[config.mk]
export PLATFORM = sky130hd
export DESIGN_NAME = scd_decoder
export DESIGN_NICKNAME = d
export VERILOG_FILES = /design/src/scd_pkg.sv /design/src/scd_decoder.sv
export SDC_FILE = /design/constraint.sdc
export NUM_CORES = 1
export LEC_CHECK = 0
export ABC_AREA = 0
export BUFFER_PORTS_ARGS = -buffer_cell sky130_fd_sc_hd__buf_2
export CORE_MARGIN = 2
export CORE_UTILIZATION = 30
export DETAILED_ROUTE_END_ITERATION = 6
export GPL_ROUTABILITY_DRIVEN = 0
export GPL_TIMING_DRIVEN = 0
export PLACE_DENSITY = 0.46
export SYNTH_ARGS = -nofsm -noshare
export SYNTH_HDL_FRONTEND = slang
export SYNTH_SLANG_ARGS = --single-unit
[constraint.sdc]
create_clock -name clk_sys -period 4 [get_ports clk_sys]
set_input_delay 0.2 -clock clk_sys [delete_from_list [all_inputs] [get_ports clk_sys]]
set_output_delay 0.2 -clock clk_sys [all_outputs]
set_load 0.01 [all_outputs]
[src/scd_pkg.sv]
/*
  Package for the stepper command input decoder: register offsets,
  field positions, reset values, timing constants and carrier types.
  Assumes a 200 MHz system clock and an APB register bus.
*/
`default_nettype none
package scd_pkg;

  // ****************************************************************
  // Register map
  // ****************************************************************
  localparam logic [11:0] ADDR_CONFIG   = 12'h000;
  localparam logic [11:0] ADDR_RESOL    = 12'h004;
  localparam logic [11:0] ADDR_STATUS   = 12'h008;
  localparam logic [11:0] ADDR_POSITION = 12'h00C;

  // Config field positions
  localparam int CFG_MODE     = 0;
  localparam int CFG_FALLING  = 1;
  localparam int CFG_CWLOW    = 2;
  localparam int CFG_CCWLOW   = 3;
  localparam int CFG_SOURCING = 4;
  localparam int CFG_IDLEEN   = 5;
  localparam int CFG_WIDTH    = 6;

  localparam logic [5:0] CFG_RESET = 6'h20;

  // Resolution: microsteps per input step, 1 .. 512
  localparam int          RES_WIDTH = 10;
  localparam logic [9:0]  RES_RESET = 10'h001;
  localparam logic [9:0]  RES_MAX   = 10'h200;
  localparam logic [9:0]  RES_MIN   = 10'h001;

  // Idle current: 60 percent of run current
  localparam logic [7:0]  CUR_FULL = 8'h64;
  localparam logic [7:0]  CUR_IDLE = 8'h3C;

  // ****************************************************************
  // Timing
  // ****************************************************************
  localparam int CLK_MHZ       = 200;
  localparam int MAX_STEP_KHZ  = 200;
  // Shortest step period in clock cycles
  localparam int STEP_PERIOD_CYC = (CLK_MHZ * 1000) / MAX_STEP_KHZ;
  // Standstill time before the winding current is reduced to CUR_IDLE
  localparam int IDLE_MS       = 500;
  localparam int IDLE_CYC      = IDLE_MS * CLK_MHZ * 1000;

  typedef struct packed {
    logic       idleEn;
    logic       sourcing;
    logic       ccwLow;
    logic       cwLow;
    logic       falling;
    logic       dualPulse;
  } scd_cfg_type;

  typedef struct packed {
    logic       microStep;
    logic       microDir;
    logic       energise;
    logic [7:0] currentPct;
  } scd_drive_type;

endpackage : scd_pkg
`default_nettype wire

[src/scd_decoder.sv]
/*
  Stepper command input decoder: decodes step/direction or
  double-pulse commands, applies the drive-allow input, multiplies
  each input step into microsteps and lowers current when idle.
  Assumes inputs already synchronous to clk_sys; APB slave registers.
*/
`timescale 1ns/1ps
`default_nettype none

module scd_decoder #(
  parameter int IDLE_CYCLES = scd_pkg::IDLE_CYC,
  parameter int GAP_CYCLES  = 2
) (
  input  wire logic                 clk_sys,
  input  wire logic                 rst_n,
  input  wire logic                 step_input,
  input  wire logic                 dirInput,
  input  wire logic                 drive_allow_input,
  input  wire logic                 psel,
  input  wire logic                 penable,
  input  wire logic                 pwrite,
  input  wire logic [11:0]          paddr,
  input  wire logic [31:0]          pwdata,
  output logic      [31:0]          prdata,
  output logic                      pready,
  output logic                      pslverr,
  output scd_pkg::scd_drive_type    drive
);

  // ****************************************************************
  // Register bus
  // ****************************************************************
  scd_pkg::scd_cfg_type cfg;
  logic [9:0]           resol;
  logic [31:0]          position;
  logic                 idle;
  logic                 enabled;
  logic [15:0]          pending;

  logic setupPhase;
  logic mapped;
  assign setupPhase = psel && !penable;
  assign mapped = (paddr == scd_pkg::ADDR_CONFIG) ||
                  (paddr == scd_pkg::ADDR_RESOL) ||
                  (paddr == scd_pkg::ADDR_STATUS) ||
                  (paddr == scd_pkg::ADDR_POSITION);

  // No wait state: answer in the cycle after setup
  always_ff @(posedge clk_sys or negedge rst_n) begin
    if (!rst_n) begin
      pready  <= 1'b0;
      pslverr <= 1'b0;
      prdata  <= 32'h0000_0000;
    end else begin
      pready  <= setupPhase;
      pslverr <= setupPhase && !mapped;
      prdata  <= 32'h0000_0000;
      if (setupPhase && !pwrite) begin
        unique case (paddr)
          scd_pkg::ADDR_CONFIG:   prdata <= {26'h0, cfg};
          scd_pkg::ADDR_RESOL:    prdata <= {22'h0, resol};
          scd_pkg::ADDR_STATUS:   prdata <= {13'h0, pending, idle,
                                             enabled, drive.energise};
          scd_pkg::ADDR_POSITION: prdata <= position;
          default:                prdata <= 32'h0000_0000;
        endcase
      end
    end
  end

  logic wrStrobe;
  assign wrStrobe = psel && penable && pready && pwrite;

  always_ff @(posedge clk_sys or negedge rst_n) begin
    if (!rst_n) begin
      cfg <= scd_pkg::CFG_RESET;
    end else if (wrStrobe && paddr == scd_pkg::ADDR_CONFIG) begin
      cfg <= pwdata[scd_pkg::CFG_WIDTH-1:0];
    end
  end

  always_ff @(posedge clk_sys or negedge rst_n) begin
    if (!rst_n) begin
      resol <= scd_pkg::RES_RESET;
    end else if (wrStrobe && paddr == scd_pkg::ADDR_RESOL) begin
      // Clamp to the supported range
      if (pwdata[9:0] < scd_pkg::RES_MIN) begin
        resol <= scd_pkg::RES_MIN;
      end else if (pwdata[31:10] != 22'h0 ||
                   pwdata[9:0] > scd_pkg::RES_MAX) begin
        resol <= scd_pkg::RES_MAX;
      end else begin
        resol <= pwdata[9:0];
      end
    end
  end

  // ****************************************************************
  // Input decode
  // ****************************************************************
  assign enabled = drive_allow_input ^ cfg.sourcing;

  logic stepPrev;
  logic dirPrev;
  always_ff @(posedge clk_sys or negedge rst_n) begin
    if (!rst_n) begin
      stepPrev <= 1'b0;
      dirPrev  <= 1'b0;
    end else begin
      stepPrev <= step_input;
      dirPrev  <= dirInput;
    end
  end

  // Hold off edge decode until the previous samples postdate reset
  logic edgeArmed;
  always_ff @(posedge clk_sys or negedge rst_n) begin
    if (!rst_n) begin
      edgeArmed <= 1'b0;
    end else begin
      edgeArmed <= 1'b1;
    end
  end

  logic stepEdge;
  logic cwPulse;
  logic ccwPulse;
  logic cmdValid;
  logic cmdDir;
  always_comb begin
    stepEdge = cfg.falling ? (stepPrev && !step_input)
                           : (!stepPrev && step_input);
    // A pulse starts on entry into the chosen active level
    cwPulse  = cfg.cwLow ? (stepPrev && !step_input)
                         : (!stepPrev && step_input);
    ccwPulse = cfg.ccwLow ? (dirPrev && !dirInput)
                          : (!dirPrev && dirInput);
    if (cfg.dualPulse) begin
      cmdValid = cwPulse ^ ccwPulse;
      cmdDir   = ccwPulse;
    end else begin
      cmdValid = stepEdge;
      cmdDir   = dirInput;
    end
    cmdValid = cmdValid && enabled && edgeArmed;
  end

  // ****************************************************************
  // Microstep interpolation
  // ****************************************************************
  logic       burstDir;
  logic [7:0] gapCnt;
  logic       emit;
  assign emit = (pending != 16'h0) && (gapCnt == 8'h00);

  // Every accepted edge adds one full burst; a direction reversal drops the rest of the old burst
  always_ff @(posedge clk_sys or negedge rst_n) begin
    if (!rst_n) begin
      pending  <= 16'h0000;
      burstDir <= 1'b0;
    end else if (!enabled) begin
      pending  <= 16'h0000;
    end else begin
      if (cmdValid && (cmdDir == burstDir || pending == 16'h0)) begin
        burstDir <= cmdDir;
        pending  <= pending + {6'h0, resol} - {15'h0, emit};
      end else if (cmdValid) begin
        burstDir <= cmdDir;
        pending  <= {6'h0, resol};
      end else if (emit) begin
        pending  <= pending - 16'h0001;
      end
    end
  end

  always_ff @(posedge clk_sys or negedge rst_n) begin
    if (!rst_n) begin
      gapCnt <= 8'h00;
    end else if (emit) begin
      gapCnt <= 8'(GAP_CYCLES - 1);
    end else if (gapCnt != 8'h00) begin
      gapCnt <= gapCnt - 8'h01;
    end
  end

  always_ff @(posedge clk_sys or negedge rst_n) begin
    if (!rst_n) begin
      position <= 32'h0000_0000;
    end else if (emit && enabled) begin
      position <= burstDir ? position - 32'h0000_0001
                           : position + 32'h0000_0001;
    end
  end

  // ****************************************************************
  // Idle current
  // ****************************************************************
  logic [31:0] idleCnt;
  always_ff @(posedge clk_sys or negedge rst_n) begin
    if (!rst_n) begin
      idleCnt <= 32'h0000_0000;
      idle    <= 1'b0;
    end else if (cmdValid || pending != 16'h0) begin
      idleCnt <= 32'h0000_0000;
      idle    <= 1'b0;
    end else if (idleCnt >= 32'(IDLE_CYCLES - 1)) begin
      idle    <= 1'b1;
    end else begin
      idleCnt <= idleCnt + 32'h0000_0001;
    end
  end

  always_ff @(posedge clk_sys or negedge rst_n) begin
    if (!rst_n) begin
      drive <= '0;
    end else begin
      drive.microStep  <= emit && enabled;
      drive.microDir   <= burstDir;
      drive.energise   <= enabled;
      drive.currentPct <= !enabled ? 8'h00 :
                          (cfg.idleEn && idle) ? scd_pkg::CUR_IDLE
                                               : scd_pkg::CUR_FULL;
    end
  end

  // ****************************************************************
  // Checks
  // ****************************************************************
  chk_idle_current: assert property (
    @(posedge clk_sys) disable iff (!rst_n)
    (enabled && cfg.idleEn && idle && !cmdValid) |=>
      drive.currentPct == scd_pkg::CUR_IDLE)
    else $error("idle current not reduced");
  chk_run_current: assert property (
    @(posedge clk_sys) disable iff (!rst_n)
    (enabled && !(cfg.idleEn && idle)) |=>
      drive.currentPct == scd_pkg::CUR_FULL)
    else $error("running current not full");
  chk_idle_wait: assert property (
    @(posedge clk_sys) disable iff (!rst_n)
    (cmdValid || pending != 16'h0) |=> !idle)
    else $error("idle flagged while stepping");
  chk_disable_off: assert property (
    @(posedge clk_sys) disable iff (!rst_n)
    !enabled |=> !drive.energise && !drive.microStep)
    else $error("windings energised while disabled");
  chk_disable_flush: assert property (
    @(posedge clk_sys) disable iff (!rst_n)
    !enabled |=> pending == 16'h0000)
    else $error("steps kept while disabled");
  chk_enable_pol: assert property (
    @(posedge clk_sys) disable iff (!rst_n)
    (drive_allow_input && !cfg.sourcing) |=> drive.energise)
    else $error("enable polarity wrong");
  chk_source_pol: assert property (
    @(posedge clk_sys) disable iff (!rst_n)
    (!drive_allow_input && cfg.sourcing) |=> drive.energise)
    else $error("sourcing enable polarity wrong");
  chk_step_edge: assert property (
    @(posedge clk_sys) disable iff (!rst_n)
    (!cfg.dualPulse && enabled && !cfg.falling && $past(rst_n) &&
     $rose(step_input)) |-> cmdValid)
    else $error("rising edge step missed");
  chk_fall_edge: assert property (
    @(posedge clk_sys) disable iff (!rst_n)
    (!cfg.dualPulse && enabled && cfg.falling && $past(rst_n) &&
     $fell(step_input)) |-> cmdValid)
    else $error("falling edge step missed");
  chk_wrong_edge: assert property (
    @(posedge clk_sys) disable iff (!rst_n)
    (!cfg.dualPulse && !cfg.falling && $fell(step_input)) |-> !cmdValid)
    else $error("step taken on inactive edge");
  chk_cw_pulse: assert property (
    @(posedge clk_sys) disable iff (!rst_n)
    (cfg.dualPulse && enabled && cwPulse && !ccwPulse) |->
      cmdValid && !cmdDir)
    else $error("cw pulse not decoded");
  chk_ccw_pulse: assert property (
    @(posedge clk_sys) disable iff (!rst_n)
    (cfg.dualPulse && enabled && ccwPulse && !cwPulse) |->
      cmdValid && cmdDir)
    else $error("ccw pulse not decoded");
  chk_pulse_clash: assert property (
    @(posedge clk_sys) disable iff (!rst_n)
    (cfg.dualPulse && cwPulse && ccwPulse) |-> !cmdValid)
    else $error("clashing pulses accepted");
  chk_dir_level: assert property (
    @(posedge clk_sys) disable iff (!rst_n)
    (!cfg.dualPulse && cmdValid) |-> ##1 burstDir == $past(dirInput))
    else $error("direction level not applied");
  chk_burst_add: assert property (
    @(posedge clk_sys) disable iff (!rst_n)
    (enabled && cmdValid && pending == 16'h0) |=>
      pending == {6'h0, $past(resol)})
    else $error("burst length wrong");
  chk_micro_space: assert property (
    @(posedge clk_sys) disable iff (!rst_n)
    (GAP_CYCLES > 1 && drive.microStep) |=> !drive.microStep)
    else $error("microsteps too close");
  chk_res_range: assert property (
    @(posedge clk_sys) disable iff (!rst_n)
    resol >= scd_pkg::RES_MIN && resol <= scd_pkg::RES_MAX)
    else $error("resolution out of range");
  chk_no_loss: assert property (
    @(posedge clk_sys) disable iff (!rst_n)
    (enabled && cmdValid && pending != 16'h0 && cmdDir == burstDir &&
     $stable(enabled)) |=>
      pending == $past(pending) + {6'h0, $past(resol)} -
                 {15'h0, $past(emit)})
    else $error("step lost");
  chk_reset_defaults: assert property (
    @(posedge clk_sys) disable iff (!rst_n)
    $rose(rst_n) |-> cfg == scd_pkg::CFG_RESET &&
      resol == scd_pkg::RES_RESET)
    else $error("defaults not restored by reset");

  // ****************************************************************
  // Cover points
  // ****************************************************************
  cov_step_dir: cover property (@(posedge clk_sys)
    !cfg.dualPulse && cmdValid);
  cov_fall_step: cover property (@(posedge clk_sys)
    !cfg.dualPulse && cfg.falling && cmdValid);
  cov_dual: cover property (@(posedge clk_sys)
    cfg.dualPulse && cmdValid && cmdDir);
  cov_idle: cover property (@(posedge clk_sys)
    drive.currentPct == scd_pkg::CUR_IDLE);
  cov_disable: cover property (@(posedge clk_sys)
    $fell(enabled) && pending != 16'h0);

endmodule : scd_decoder

`default_nettype wire

==> results.json <==
{
  "outcome": "complete, but fails checks",
  "violations": "negative setup slack",
  "synth-compound-area-share": 0.151,
  "die_area_mm2": 0.0321,
  "grt_max_degree": 83,
  "synth_cell_types": 71,
  "port_buffers": 91,
  "yosys.area_share.simple": 0.182,
  "netlist_instances": 992,
  "die_h_um": 179,
  "yosysSeqAreaShare": 0.403,
  "critical_path.max_fanout": 3,
  "grt_pass1_vias": 7537,
  "area_delta_synth_final_pct": 20.0,
  "tightest_slew_ns": 0.814,
  "routed_via_density": 4.88,
  "finalHoldViolCount": 0,
  "synthesis.area_mm2": 0.00919,
  "vias": 7479,
  "fin_worst_skew_ns": 0.0158,
  "relSlewSlack": 0.453,
  "core_area_mm2": 0.0303,
  "avgSynthCellArea_um2": 9.27,
  "synth-adder-area-share": 0.0966,
  "synth.top_cell.area_share": 0.397,
  "path_clk_slew_ns": 0.07,
  "met2_usage": 0.270,
  "grt_pass1_wl_mm": 40.1,
  "final_nets": 1244,
  "report.final.setup_viol": 3,
  "cts_tree": "done",
  "leakagePower_nw": 5.03,
  "max-clock-path-buffers": 2,
  "grt_most_used_layer": "met2",
  "drt-total-wl_mm": 24.5,
  "ys_ff_latch": 148,
  "arrival_ns": 4.45,
  "synthDominantAreaCellType": "dfrtp_1",
  "rsz0062_at_grt": "true",
  "initial_core_util": 0.303,
  "insertion_delay_ns": 0.44,
  "numCtsBuffers": 17,
  "synthArstFlopShare": 1.00,
  "synthXorXnorAreaFrac": 0.0800,
  "fin_cells": 1532,
  "yosys_warnings": 0,
  "clock.fmax_mhz": 241,
  "drc": 0,
  "antenna_found_initial": 0,
  "drt_pass1_iterations": 5,
  "synth.area.mux_share": 0.0391,
  "hpwl_mm": 18.0,
  "vdd_ir_drop_max_uv": 347,
  "use_met1": 0.211,
  "wl_per_cell_um": 16.0,
  "cts.sinks": 148,
  "fin_crit_ns": 4.15,
  "cp.required_ns": 4.30,
  "dp_cells": 1482,
  "ys.flop_type": "dfrtp_1",
  "ant_nets": 0,
  "synth-edff-count": 0,
  "setup_tns_ns": -0.180,
  "cellPowerDensity_mw_per_mm2": 526,
  "grt_overflow": 0,
  "cts-root-buf": "clkbuf_16",
  "drtIter0Drc": 407,
  "io_pins": 97,
  "drive_above_1_share": 0.173,
  "synth.area.top_cells": "dfrtp_1, ha_1, xnor2_1, nor2_1, nand2_1",
  "crit_type": "flip-flop to flip-flop",
  "rows": 64,
  "drv_cap": 0,
  "timing.final.crit_share": 1.04,
  "hp-class": "input port to flip-flop",
  "worstSetupEndpointType": "flip-flop",
  "worst_slack_ns": -0.148,
  "dieWidth_um": 179,
  "n_antenna_cell": 0,
  "critPathLaunchType": "flip-flop",
  "grt_usage": 0.161,
  "synth_top_family_by_area": "simple AND/OR/NAND/NOR gates",
  "final_max_slew_viol_count": 0,
  "met3_usage": 0.0312,
  "cts-htree-levels": 4
}
## final timing paths
path,start,endpoint,slack [ns],cells after the start
setup reg to reg,gapCnt[5],pending[14],-0.15,17
min in group asynchronous,rst_n,idleCnt[9],0.32,2
hold / removal,pwdata[4],resol[4],0.02,2
max in group asynchronous,rst_n,resol[0],2.88,3
setup / recovery,gapCnt[5],pending[14],-0.15,17
hold reg to reg,position[31],position[31],0.47,1
## metrics by stage
stage / total power [W] / utilization / hold slack (ns) / cell area [um2] / worst slack (ns)
after floorplan: 0.00357 / - / -0.0956 / 9240 / 0.0160
after CTS: 0.00584 / 0.361 / 0.00229 / 11000 / -0.197
after global routing: 0.00626 / 0.363 / 0.0123 / 11000 / -0.333
after global placement: 0.00411 / 0.336 / 0.368 / 10200 / -0.570
after detailed placement: 0.00412 / 0.337 / 0.239 / 10200 / -0.512
final: 0.00580 / 0.363 / 0.0199 / 11000 / -0.148
## sequential cells by signal (all words and copies together), names as in the netlist
register / cells
idleCnt: 32
position: 32
prdata: 32
pending: 16
resol: 10
gapCnt: 8
cfg: 6
drive: 5
burstDir: 1
dirPrev: 1
edgeArmed: 1
idle: 1
pready: 1
pslverr: 1
stepPrev: 1
## layout make-up
| type | instances | area [um2] |
|---|---|---|
| clock buffer | 20 | 447 |
| clock inverter | 12 | 130 |
| sequential | 148 | 3710 |
| inverter | 72 | 270 |
| multi-input combinational | 739 | 5170 |
| fill | 3071 | 19300 |
| buffer | 35 | 165 |
| timing repair buffer | 110 | 638 |
| tap | 396 | 495 |
## cell usage after synthesis, types with 18 or more instances
cell      instances
nand3_1          28
dfrtp_1         146
nand2_1          79
a21oi_1          55
nor4_1           18
xor2_1           28
nor3_1           20
inv_1            71
and3_1           22
o21ai_0          55
xnor2_1          56
nor2_1          108
ha_1             67
clkbuf_1         23
## metal layers
metal	vias up	wire length, um	part of all wire
met2	112	11800	0.48
met4	0	289	0.012
li1	3752	-	-
met1	3598	11600	0.47
met5	-	0	0
met3	17	760	0.031
## logic make-up after synthesis
logic type | Yosys count
buffers and inverters | 107
adders and majority gates | 70
other | 2
DFF | 148
AOI/OAI and AO/OA | 215
and+or+nand+nor | 339
muxes | 27
xor gates and xnor gates | 84
## power breakdown
group          switching [W]  internal [W]  total (W)
sequential          0.000251       0.00173    0.00198
combinational        0.00127      0.000948    0.00222
clock               0.000674      0.000934    0.00161
total                0.00219       0.00361    0.00580
## layout by cell type (no fill, tap or decap), types with 8 or more instances in the layout
master / Yosys / routed
nand4_1: 17 / 17
a21o_1: 14 / 14
xnor2_1: 56 / 56
mux2i_1: 10 / 10
a211oi_1: 17 / 17
o31ai_1: 11 / 9
dfrtp_1: 146 / 145
buf_2: 3 / 93
nor4_1: 18 / 16
buf_4: 6 / 20
nor3_1: 20 / 20
nand2_1: 79 / 79
inv_1: 71 / 69
mux2_2: 11 / 11
o21ai_0: 55 / 55
a21oi_1: 55 / 54
o22ai_1: 8 / 8
ha_1: 67 / 64
nor2_1: 108 / 107
clkbuf_1: 23 / 25
nor2b_1: 10 / 10
nand3_1: 28 / 28
and3_1: 22 / 22
clkbuf_16: 0 / 17
xor2_1: 28 / 28
## worst max-delay path, stage by stage (launching register included)
cell and delay, ns:
dfrtp_1 0.39, or4_4 0.52, or3_4 0.41, nor2_4 0.14, buf_6 0.13, ha_4 0.12
inv_2 0.03, ha_4 0.15, fa_2 0.35, a21o_1 0.17, a21o_1 0.23, a2111oi_4 0.42
o31ai_4 0.11, a2111oi_2 0.33, a2111oi_1 0.09, nor2_1 0.15, xnor2_1 0.15, o22ai_1 0.10
## timing repair
action | CTS | global route
hold endpoints to repair | 84 | 0
setup endpoints to repair | 11 | 4
resized for setup | 9 | 6
pin swaps | 12 | 9
buffers inserted | 10 | 4
hold buffers | 4 | 0
Note: power is estimated with default switching activity, not from simulation.
